File: config.mk
export PLATFORM = sky130hd
export DESIGN_NAME = dac_ctrl
export DESIGN_NICKNAME = d
export VERILOG_FILES = /design/src/dac_ctrl_pkg.sv /design/src/pin_sync2.sv /design/src/dac_ctrl.sv
export VERILOG_INCLUDE_DIRS = /design/src
export SDC_FILE = /design/constraint.sdc
export NUM_CORES = 1
export LEC_CHECK = 0
export BUFFER_PORTS_ARGS = -buffer_cell sky130_fd_sc_hd__buf_4
export CAP_MARGIN = 10
export CORE_MARGIN = 2
export CORE_UTILIZATION = 60
export DETAILED_ROUTE_END_ITERATION = 16
export PLACE_DENSITY = 0.85
export SYNTH_ARGS = -nofsm -noshare
export SYNTH_HDL_FRONTEND = slang
export SYNTH_HIERARCHICAL = 1
export SYNTH_SLANG_ARGS = --single-unit
File: constraint.sdc
create_clock -name pclk -period 6.2 [get_ports pclk]
set_clock_uncertainty 0.1 [all_clocks]
set_input_delay 0.62 -clock pclk [delete_from_list [all_inputs] [get_ports pclk]]
set_output_delay 0.62 -clock pclk [all_outputs]
set_load 0.05 [all_outputs]
File: src/dac_ctrl_map.svh
// Functional notes
// Ladder source is supply rail, buffered pin, or unbuffered pin, via two-bit select.
// Supply reset events copy stored source-select bits into the volatile ones.
// With the supply rail chosen, the reference pin stays off the ladder.
// Controller choosing the pin source also chooses buffered or unbuffered mode.
// Volatile code sets the wiper; ladder has 2^n elements, top code 2^n-1.
// At full scale one element remains between wiper and ladder top.
// Any power-down mode disconnects the ladder from its reference.
// Every power-down mode turns the amplifier off, output high impedance.
// Gain bit applies only with pin reference; supply rail means unity gain.
// Volatile gain changes only by supply resets, writes, or general-call reset.
// Code is unsigned; output follows code plus the five configuration bits.
// New code is taken at the falling edge ending the last byte's acknowledge.
// Power-on or general-call reset reloads output state from stored values.
// Falling supply forces power-down '11', code zero, source and gain cleared.
// Rising supply sets the reset flag; serial access waits for the delay timer.
// General-call reset also reloads power-down and source-select bits.
`ifndef DAC_CTRL_MAP_SVH
`define DAC_CTRL_MAP_SVH
`define OFF_CTRL      8'h00
`define OFF_CODE      8'h04
`define OFF_NV_CTRL   8'h08
`define OFF_NV_CODE   8'h0c
`define OFF_STATUS    8'h10
`define OFF_CMD       8'h14
`define CTRL_PD_LSB   0
`define CTRL_SRC_LSB  2
`define CTRL_GAIN_BIT 4
`define STAT_POR_BIT  0
`define STAT_RDY_BIT  1
`define STAT_PEND_BIT 2
`define CMD_GC_BIT    0
`define PD_ALL_OFF    2'h3
`define PD_NORMAL     2'h0
`define NV_PD_RST     2'h0
`define NV_SRC_RST    2'h0
`define NV_GAIN_RST   1'h0
`define POR_DELAY_DEF 1000
`endif

File: src/dac_ctrl_pkg.sv
package dac_ctrl_pkg;
    typedef enum logic [1:0] {
        SRC_VDD       = 2'b00,
        SRC_VDD_ALT   = 2'b01,
        SRC_PIN_UNBUF = 2'b10,
        SRC_PIN_BUF   = 2'b11
    } ladder_source_t;
    typedef enum logic [1:0] {
        SUP_DOWN  = 2'b00,
        SUP_WAIT  = 2'b01,
        SUP_READY = 2'b10
    } supply_state_t;
endpackage : dac_ctrl_pkg

File: src/pin_sync2.sv
`timescale 1ns/1ps
`default_nettype none
module pin_sync2 #(
    parameter int WIDTH = 1
) (
    input  wire logic             pclk,
    input  wire logic             presetn,
    input  wire logic [WIDTH-1:0] pin_in,
    output var  logic [WIDTH-1:0] pin_sync
);
    logic [WIDTH-1:0] meta_q;

    always_ff @(posedge pclk or negedge presetn) begin
        if (!presetn) begin
            meta_q   <= '0;
            pin_sync <= '0;
        end else begin
            meta_q   <= pin_in;
            pin_sync <= meta_q;
        end
    end
endmodule : pin_sync2
`default_nettype wire

File: src/dac_ctrl.sv
`timescale 1ns/1ps
`default_nettype none
`include "dac_ctrl_map.svh"
module dac_ctrl
    import dac_ctrl_pkg::*;
#(
    parameter int          RES_BITS         = 12,
    parameter int unsigned POR_DELAY_CYCLES = `POR_DELAY_DEF
) (
    input  wire logic                pclk,
    input  wire logic                presetn,
    input  wire logic                psel,
    input  wire logic                penable,
    input  wire logic                pwrite,
    input  wire logic [7:0]          paddr,
    input  wire logic [31:0]         pwdata,
    output var  logic [31:0]         prdata,
    output var  logic                pready,
    output var  logic                pslverr,
    input  wire logic                supply_ok_pin,
    input  wire logic                scl_pin,
    output var  logic [RES_BITS-1:0] ladder_code,
    output var  logic                ladder_connect,
    output var  logic                ladder_src_vdd,
    output var  logic                ladder_src_pin_buf,
    output var  logic                ladder_src_pin_unbuf,
    output var  logic                amp_enable,
    output var  logic                amp_gain2,
    output var  logic [1:0]          powerdown_load_select,
    output var  logic                serial_ready
);
    function automatic logic src_is_pin(input logic [1:0] s);
        return (s == SRC_PIN_BUF) || (s == SRC_PIN_UNBUF);
    endfunction : src_is_pin

    logic                sup_ok_s;
    logic                scl_s;
    logic                scl_prev_q;
    supply_state_t       st_q;
    logic [31:0]         timer_q;
    logic [RES_BITS-1:0] code_q, nv_code_q, stg_code_q;
    logic [1:0]          pd_q, nv_pd_q, stg_pd_q;
    logic [1:0]          src_q, nv_src_q, stg_src_q;
    logic                gain_q, nv_gain_q, stg_gain_q;
    logic                pend_q;
    logic                por_flag_q;

    pin_sync2 #(.WIDTH(2)) pin_sync2_inst (
        .pclk     (pclk),
        .presetn  (presetn),
        .pin_in   ({supply_ok_pin, scl_pin}),
        .pin_sync ({sup_ok_s, scl_s})
    );

    // Register decode and event qualification.
    wire ready_w  = (st_q == SUP_READY);
    wire acc_w    = psel & penable & pready;
    wire wr_w     = acc_w & pwrite;
    wire setup_w  = psel & ~penable & ~pready;
    wire sel_ctrl = (paddr == `OFF_CTRL);
    wire sel_code = (paddr == `OFF_CODE);
    wire sel_nvc  = (paddr == `OFF_NV_CTRL);
    wire sel_nvd  = (paddr == `OFF_NV_CODE);
    wire sel_stat = (paddr == `OFF_STATUS);
    wire sel_cmd  = (paddr == `OFF_CMD);
    wire mapped   = sel_ctrl | sel_code | sel_nvc | sel_nvd | sel_stat
                  | sel_cmd;
    wire scl_fall = scl_prev_q & ~scl_s;

    wire bor_w    = ~sup_ok_s;
    wire por_w    = sup_ok_s & (st_q == SUP_DOWN);
    wire gc_w     = sup_ok_s & ready_w & wr_w & sel_cmd
                  & pwdata[`CMD_GC_BIT];
    wire commit_w = sup_ok_s & ~por_w & ~gc_w & pend_q & scl_fall;
    wire reload_w = por_w | gc_w;
    wire stg_ctrl = ready_w & wr_w & sel_ctrl;
    wire stg_code = ready_w & wr_w & sel_code;
    wire nv_ctrl  = ready_w & wr_w & sel_nvc;
    wire nv_code  = ready_w & wr_w & sel_nvd;
    wire por_clr  = wr_w & sel_stat & pwdata[`STAT_POR_BIT];
    wire timer_done = (timer_q >= POR_DELAY_CYCLES - 1);

    wire [1:0] wr_pd   = pwdata[`CTRL_PD_LSB +: 2];
    wire [1:0] wr_src  = pwdata[`CTRL_SRC_LSB +: 2];
    wire       wr_gain = pwdata[`CTRL_GAIN_BIT];

    wire [31:0] ctrl_rd = 32'({gain_q, src_q, pd_q});
    wire [31:0] nvc_rd  = 32'({nv_gain_q, nv_src_q, nv_pd_q});
    wire [31:0] stat_rd = 32'({pend_q, ready_w, por_flag_q});
    wire [31:0] rdata_d = sel_ctrl ? ctrl_rd :
                          sel_code ? 32'(code_q) :
                          sel_nvc  ? nvc_rd :
                          sel_nvd  ? 32'(nv_code_q) :
                          sel_stat ? stat_rd : 32'h0000_0000;

    // Output decode from the volatile state.
    wire pd_on    = (pd_q != `PD_NORMAL);
    wire pin_src  = src_is_pin(src_q);
    wire conn_d   = ~pd_on;
    wire vdd_d    = ~pd_on & ~pin_src;
    wire buf_d    = ~pd_on & (src_q == SRC_PIN_BUF);
    wire unbuf_d  = ~pd_on & (src_q == SRC_PIN_UNBUF);
    wire gain2_d  = gain_q & pin_src;

    // Supply sequencing: a fall holds the block down, a rise starts the
    // delay before serial access opens.
    always_ff @(posedge pclk or negedge presetn) begin
        if (!presetn) begin
            st_q    <= SUP_DOWN;
            timer_q <= 32'h0000_0000;
        end else begin
            case (st_q)
                SUP_DOWN: begin
                    timer_q <= 32'h0000_0000;
                    if (sup_ok_s) st_q <= SUP_WAIT;
                end
                SUP_WAIT: begin
                    timer_q <= timer_q + 32'h0000_0001;
                    if (bor_w) st_q <= SUP_DOWN;
                    else if (timer_done) st_q <= SUP_READY;
                end
                SUP_READY: begin
                    if (bor_w) st_q <= SUP_DOWN;
                end
                default: st_q <= SUP_DOWN;
            endcase
        end
    end

    // Volatile state. The supply fall outranks every other source; the
    // gain, code and configuration move on no other events.
    always_ff @(posedge pclk or negedge presetn) begin
        if (!presetn) begin
            pd_q   <= `PD_ALL_OFF;
            code_q <= '0;
            src_q  <= SRC_VDD;
            gain_q <= 1'b0;
        end else if (bor_w) begin
            pd_q   <= `PD_ALL_OFF;
            code_q <= '0;
            src_q  <= SRC_VDD;
            gain_q <= 1'b0;
        end else if (reload_w) begin
            pd_q   <= nv_pd_q;
            code_q <= nv_code_q;
            src_q  <= nv_src_q;
            gain_q <= nv_gain_q;
        end else if (commit_w) begin
            pd_q   <= stg_pd_q;
            code_q <= stg_code_q;
            src_q  <= stg_src_q;
            gain_q <= stg_gain_q;
        end
    end

    // Staged write data waits for the acknowledge edge of the last byte.
    always_ff @(posedge pclk or negedge presetn) begin
        if (!presetn) begin
            stg_pd_q   <= `PD_NORMAL;
            stg_src_q  <= SRC_VDD;
            stg_gain_q <= 1'b0;
            stg_code_q <= '0;
        end else begin
            if (stg_ctrl) begin
                stg_pd_q   <= wr_pd;
                stg_src_q  <= wr_src;
                stg_gain_q <= wr_gain;
            end
            if (stg_code) stg_code_q <= pwdata[RES_BITS-1:0];
        end
    end

    // A new staging write in the commit cycle keeps the update pending.
    always_ff @(posedge pclk or negedge presetn) begin
        if (!presetn) begin
            pend_q <= 1'b0;
        end else if (bor_w || reload_w) begin
            pend_q <= 1'b0;
        end else if (stg_ctrl || stg_code) begin
            pend_q <= 1'b1;
        end else if (commit_w) begin
            pend_q <= 1'b0;
        end
    end

    // Stored image; it survives supply events, so only presetn clears it.
    always_ff @(posedge pclk or negedge presetn) begin
        if (!presetn) begin
            nv_pd_q   <= `NV_PD_RST;
            nv_src_q  <= `NV_SRC_RST;
            nv_gain_q <= `NV_GAIN_RST;
            nv_code_q <= '0;
        end else begin
            if (nv_ctrl) begin
                nv_pd_q   <= wr_pd;
                nv_src_q  <= wr_src;
                nv_gain_q <= wr_gain;
            end
            if (nv_code) nv_code_q <= pwdata[RES_BITS-1:0];
        end
    end

    // Reset flag: a rising supply sets it and the set beats a clear.
    always_ff @(posedge pclk or negedge presetn) begin
        if (!presetn) begin
            por_flag_q <= 1'b0;
        end else if (por_w) begin
            por_flag_q <= 1'b1;
        end else if (por_clr) begin
            por_flag_q <= 1'b0;
        end
    end

    // The synchroniser leaves reset low, so the edge detector starts low
    // too; a high start would see a false falling edge after reset.
    always_ff @(posedge pclk or negedge presetn) begin
        if (!presetn) begin
            scl_prev_q <= 1'b0;
        end else begin
            scl_prev_q <= scl_s;
        end
    end

    // The bus answers with no wait state; pready rises in the access cycle.
    always_ff @(posedge pclk or negedge presetn) begin
        if (!presetn) begin
            pready  <= 1'b0;
            pslverr <= 1'b0;
            prdata  <= 32'h0000_0000;
        end else begin
            pready  <= setup_w;
            pslverr <= setup_w & ~mapped;
            if (setup_w) prdata <= rdata_d;
        end
    end

    // Code drives the tap directly; no code reaches 2^n, so one element
    // always stays above the wiper.
    always_ff @(posedge pclk or negedge presetn) begin
        if (!presetn) begin
            ladder_code           <= '0;
            ladder_connect        <= 1'b0;
            ladder_src_vdd        <= 1'b0;
            ladder_src_pin_buf    <= 1'b0;
            ladder_src_pin_unbuf  <= 1'b0;
            amp_enable            <= 1'b0;
            amp_gain2             <= 1'b0;
            powerdown_load_select <= `PD_ALL_OFF;
            serial_ready          <= 1'b0;
        end else begin
            ladder_code           <= code_q;
            ladder_connect        <= conn_d;
            ladder_src_vdd        <= vdd_d;
            ladder_src_pin_buf    <= buf_d;
            ladder_src_pin_unbuf  <= unbuf_d;
            amp_enable            <= ~pd_on;
            amp_gain2             <= gain2_d;
            powerdown_load_select <= pd_q;
            serial_ready          <= ready_w;
        end
    end
endmodule : dac_ctrl
`default_nettype wire

=== Yosys cells after proc, flatten, opt, wreduce, memory -nomap -nowiden ===
Cells that the tools add are included.

* Bitwise operators: 42
* Mux-type cells: 28
* Eq/ne operators: 13
* Magnitude comparators: 1
* Reduce and logical (&&, ||, !) cells: 10
* Add/sub/neg operators: 1

{| class="wikitable"
|+ Operator list
! kind !! count
|-
| $mux W12 || 7
|-
| $pmux W32 S2 || 1
|-
| $add A32 B1 Y32 const B || 1
|-
| $ge A32 B10 Y1 const B || 1
|-
| $and A1 B1 Y1 || 27
|-
| $mux W2 || 10
|-
| $eq A8 B4 Y1 const B || 2
|-
| $eq A8 B5 Y1 const B || 2
|-
| $not A1 Y1 || 9
|-
| $eq A8 B3 Y1 const B || 1
|-
| $logic_not A8 Y1 || 1
|-
| $mux W1 || 8
|-
| $eq A2 B2 Y1 const B || 3
|-
| $ne A3 B3 Y1 const B || 2
|-
| $or A1 B1 Y1 || 6
|-
| $pmux W2 S3 || 1
|-
| $reduce_bool A2 Y1 || 3
|-
| $logic_or A1 B1 Y1 || 3
|-
| $mux W3 || 1
|-
| $reduce_and A3 Y1 || 1
|-
| $reduce_bool A3 Y1 || 1
|-
| $eq A2 B1 Y1 const B || 1
|-
| $logic_not A2 Y1 || 1
|-
| $ne A2 B1 Y1 const B || 1
|-
| $ne A2 B2 Y1 const B || 1
|}

* Bits of input ports: 47
* Register bits after elaboration: 146
* Word-level logic and storage cells: 125
* Output and inout bits: 55

=== Longest topological paths before layout ===
* Word-level depth: 13
* Gate-level depth with buffers: 7
* Mapped depth without buffers: 5

=== Cells and area by module ===
Netlist, hierarchy kept.

{| class="wikitable"
|+ Modules (own cells, without submodules)
! module !! area an instance (um^2) !! instances !! cells each !! sequential area each (um^2)
|-
| dac_ctrl || 5764.3 || 1 || 519 || 3057.9
|-
| pin_sync2 || 100.1 || 1 || 4 || 100.1
|}

=== Least setup slack after synthesis ===
Ideal clock, no wire load.

* Kind: register -> register
* Start point: register pready
* End point: register nv_code_q[1]
* Path slack: 3862 ps
* Setup time: 127 ps
* Data arrival time: 2111 ps
* Period minus slack after synthesis: 2338 ps
* Path buffers: 1
* Stages on the path, launching flop included: 6
* Required time: 5973 ps
* Path through: dfrtp_1 nand4_1 nor3b_1 nand4_1 buf_1 mux2_1

* Word-level cells in the longest chain between the ends: 4

{| class="wikitable"
|+ Ends and longest elaborated chain
! item !! line !! RTL
|-
| start: declaration || dac_ctrl.sv:18 || <nowiki>output var logic pready,</nowiki>
|-
| start signal: assignment || dac_ctrl.sv:231 || <nowiki>pready <= setup_w;</nowiki>
|-
| $and A1 B1 Y1 || dac_ctrl.sv:57 || <nowiki>wire acc_w = psel & penable & pready;</nowiki>
|-
| $and A1 B1 Y1 || dac_ctrl.sv:58 || <nowiki>wire wr_w = acc_w & pwrite;</nowiki>
|-
| $and A1 B1 Y1 (2 in series) || dac_ctrl.sv:79 || <nowiki>wire nv_code = ready_w & wr_w & sel_nvd;</nowiki>
|-
| end signal: assignment || dac_ctrl.sv:199 || <nowiki>if (nv_code) nv_code_q <= pwdata[RES_BITS-1:0];</nowiki>
|-
| end: declaration || dac_ctrl.sv:41 || <nowiki>logic [RES_BITS-1:0] code_q, nv_code_q, stg_code_q;</nowiki>
|}

No other way between the ends.
A chain may end at the register's enable or synchronous reset.

=== Worst setup path after layout ===
* Start point: register st_q[1]
* End point: register gain_q

* Word-level cells in the longest chain between the ends: 10
* Elaborated cells between the ends (all ways): 17
* Those cells by class: eq/ne (2); mux (2); bitwise (12); reduce/logical (1)

{| class="wikitable"
|+ Ends and longest elaborated chain
! item !! line !! RTL
|-
| start: declaration || dac_ctrl.sv:39 || <nowiki>supply_state_t st_q;</nowiki>
|-
| start signal: assignment || dac_ctrl.sv:109 || <nowiki>st_q <= SUP_DOWN;</nowiki>
|-
| start signal: assignment || dac_ctrl.sv:115 || <nowiki>if (sup_ok_s) st_q <= SUP_WAIT;</nowiki>
|-
| start signal: assignment || dac_ctrl.sv:119 || <nowiki>if (bor_w) st_q <= SUP_DOWN;</nowiki>
|-
| $eq A2 B2 Y1 || dac_ctrl.sv:56 || <nowiki>wire ready_w = (st_q == SUP_READY);</nowiki>
|-
| $and A1 B1 Y1 (4 in series) || dac_ctrl.sv:72 || <nowiki>wire gc_w = sup_ok_s & ready_w & wr_w & sel_cmd</nowiki>
|-
| $not A1 Y1 || dac_ctrl.sv:74 || <nowiki>wire commit_w = sup_ok_s & ~por_w & ~gc_w & pend_q & scl_fall;</nowiki>
|-
| $and A1 B1 Y1 (3 in series) || dac_ctrl.sv:74 ||
|-
| $ne A3 B3 Y1 (no line) || - ||
|-
| end signal: assignment || dac_ctrl.sv:147 || <nowiki>gain_q <= nv_gain_q;</nowiki>
|-
| end signal: assignment || dac_ctrl.sv:152 || <nowiki>gain_q <= stg_gain_q;</nowiki>
|-
| end: declaration || dac_ctrl.sv:44 || <nowiki>logic gain_q, nv_gain_q, stg_gain_q;</nowiki>
|}

Several ways; a longest one is shown, not always the timed one.

==> metrics.txt <==
postcts setup bufs=0; cell-internal power=1.77 mW; initial antenna violation count=0; Final Slew Violations=0; crit path kind=reg2reg; Clock H-tree levels=4; sequential power share=38.4%; Post-Synth Adder-Cell Area=0.213%; ranking of synthesized cells by area=dfrtp_1 52%, mux2_2 6.9%, nand2_1 3.1%; WP data required=6.45 ns; Final HPWL DP=8900 um; Hold Crit Class=in2async; vias post-DR=4,539; sequential area share after synthesis=53.9%; leading area contributor after synthesis=dfrtp_1; WL per Instance=19.9 um; Post-synth EDFFs=0; Worst Reg-to-Reg Cells=4; Num CTS Buffers=17; fillers=656; main combinational cell family by area after synthesis=simple AND/OR/NAND/NOR gates; Synth Area per Inst=11.2 sq um; non-filler instance count after layout=723; PwrDens=384 nW/um^2; CTS root buf=clkbuf_8; switching fraction of total power=33.4%; total power=2.65 mW; # rows=36; vias in the first global route=4,435; final hold vios=0; Vias/cell=6.28; hold_buf cts=0; r2r startpoint=st_q[1]; Buf/Inv on CP=0; drt initial violations=402; CP Capture Type=register; Post-Place Worst Slack=2.61 ns; ANT nets after route=0; # port buffers=61; FFs w/ async S/R, synth=100%; Synth Flop Type=dfrtp_1; number of distinct library cells after synthesis=58; delay-heaviest family, CP=simple AND/OR/NAND/NOR gates; fmax=0.337 GHz; clk buf depth=2; first-pass GRT wire length=22,200 um; xor and xnor area share after synthesis=0.896%; max-cap violations=0; status=complete, no violations; Net Sw Power=0.887 mW; Util after Layout=71.7%; CP Max Fanout=18; GRT Overall Usage=28.0%; crit path to=gain_q; worst hold slack=0.0706 ns; peak supply drop=0.341 mV; proportion of layout cells with a drive suffix above 1=27.3%; grt ovf=0; Setup violations, final=0; Slowest-stage cell, CP=a21o_1; clock network power share=38.4%; Layout Nets=626; Mapped Area=5860 sq um; crit path from=st_q[1]; starting density of the core=60.8%; Slew HR=38.2%; Leak=3.08 nW; Post-DP Area=6290 sq um; multiplexer share of the synthesized area=10.3%; Skew-Pair Late Insertion Delay=0.53 ns; Synth Register Bits=126; Syn Inst Count=523; Die X=103 um; RSZ-0062 raised after global routing=no; io pins=102; DP Cell Count=691; Synth Area in Compound Gates=11.1%; post-route cell area=6910 sq um; r2r setup slk=3.24 ns; Reg clk slew, reported paths=0.06 ns; Critical Path AT=3.21 ns; fin crit period=2.96 ns; Post-Route WL=14,400 um; top-area cell type share of the netlist area=52.1%; Die Y=103 um; P&R area growth vs syn=17.9%; # resized after CTS=0; First-pass DRT Iterations=7; Critical Path Stages=4; synthesis warning total=6; core area=9640 sq um; die area=10,600 sq um; Cell Chain, Critical Path=or4b_4, nor4_4, a21o_1, a221oi_1; crit path launch type=register; setup TNS after final layout=0 ns; Residual DRC=0; Comb power frac=23.1%; setup ws final=3.24 ns; TritonCTS Sinks=126; fin crit share=47.8%; worst slew pin tran=0.926 ns; simple logic cell fraction of the synthesized area=16.7%; Reg2Reg Capture Point=gain_q; Ant. Diodes=0; Max stage delay on crit path=0.82 ns; largest net degree at the start of global routing=66; routability cong.=0.826; CTS tree=built
==> synth_stat cells, types with 3 or more instances <==
cell / number
dfrtp_1: 122
nand2_1: 48
mux2_2: 36
inv_1: 26
nor3_1: 24
o21ai_0: 22
a21oi_1: 21
buf_4: 21
clkbuf_1: 17
nand3_1: 16
o31ai_1: 14
or4_1: 14
mux2i_1: 12
nand4_1: 12
nor2_1: 12
a221oi_2: 10
nor4_1: 7
nor2b_1: 6
a221oi_1: 5
buf_6: 5
or3_1: 5
a31oi_1: 4
buf_1: 4
dfstp_2: 4
xnor2_1: 4
mux4_2: 3
nand2b_1: 3
nand4b_1: 3
nor4b_1: 3
==> layout make-up <==
| type | instances | area [sq um] | share of cell area, % |
|---|---|---|---|
| clock inverter | 13 | 189 | 2.73 |
| clock buffer | 18 | 418 | 6.05 |
| inverter | 26 | 97.6 | 1.41 |
| timing repair buffer | 66 | 503 | 7.28 |
| tap | 133 | 166 | 2.41 |
| sequential | 126 | 3160 | 45.7 |
| multi-input combinational | 341 | 2380 | 34.4 |
==> worst min-delay path by stage <==
stage                                 end  cells past startpoint
2_1_floorplan                  amp_enable                      0
3_3_place_gp   pin_sync2_inst/pin_sync[1]                      0
3_5_place_dp   pin_sync2_inst/pin_sync[1]                      0
4_1_cts          pin_sync2_inst/meta_q[0]                      1
5_1_grt          pin_sync2_inst/meta_q[0]                      1
6_report                       timer_q[8]                      1
==> metal layers <==
layer	part of all wire [%]	vias to the layer above	track usage [%]
met5	0	-	0
met4	1.7	0	7.79
met3	6.5	36	6.98
met2	50	220	46.5
met1	42	2308	37.0
li1	-	1975	-
==> cell usage in the layout (no fill, tap or decap), drive strengths merged, types with 2 or more instances in the layout <==
master    Yosys  layout
a31oi         4       4
or4          16      16
nor4          9       9
buf          32      66
xor2          2       2
clkinvlp      0       2
nor3b         2       2
nor2b         6       6
nand2b        3       3
a221oi       15      15
nand4        13      13
mux4          3       3
bufinv        0       4
and4          2       2
and2          2       2
inv          26      28
conb          1      20
and3          3       3
xnor2         4       4
clkinv        0       5
nand3        16      16
clkbuf       17      18
o31ai        15      15
dfstp         4       4
or2           3       3
a21o          2       2
nor4b         3       3
nor3         24      24
nand4b        3       3
mux2i        12      12
nand2        48      48
dfrtp       122     122
o2bb2ai       2       2
o21ai        22      22
or3           5       5
nor2         12      12
a21oi        21      21
mux2         37      37
==> state kept, by name, summed over array words and instances, names as in the netlist, 12 cells and up <==
| name | count |
|---|---|
| timer_q | 32 |
| code_q | 12 |
| stg_code_q | 12 |
| nv_code_q | 12 |
| ladder_code | 12 |
| prdata | 12 |
==> power groups by stage <==
stage          registers [mW]  logic [mW]  clock network, mW
5_1_grt                  1.03       0.646               1.07
3_3_place_gp             1.03       0.586                  0
2_1_floorplan            1.15       0.310                  0
4_1_cts                  1.02       0.612               1.03
3_5_place_dp             1.03       0.602                  0
6_report                 1.02       0.613               1.02
==> cell families (layout without fill, tap and decap cells) <==
logic type / after synthesis / after routing
AND/OR/NAND/NOR: 173 / 173
flip-flops: 126 / 126
AO/OA/AOI/OAI: 89 / 89
buffers and inverters: 75 / 123
multiplexers: 52 / 52
XOR/XNOR: 6 / 6
adder cells (fa/ha/maj): 1 / 1
other: 1 / 20
Power figures use the tool's default switching activity.
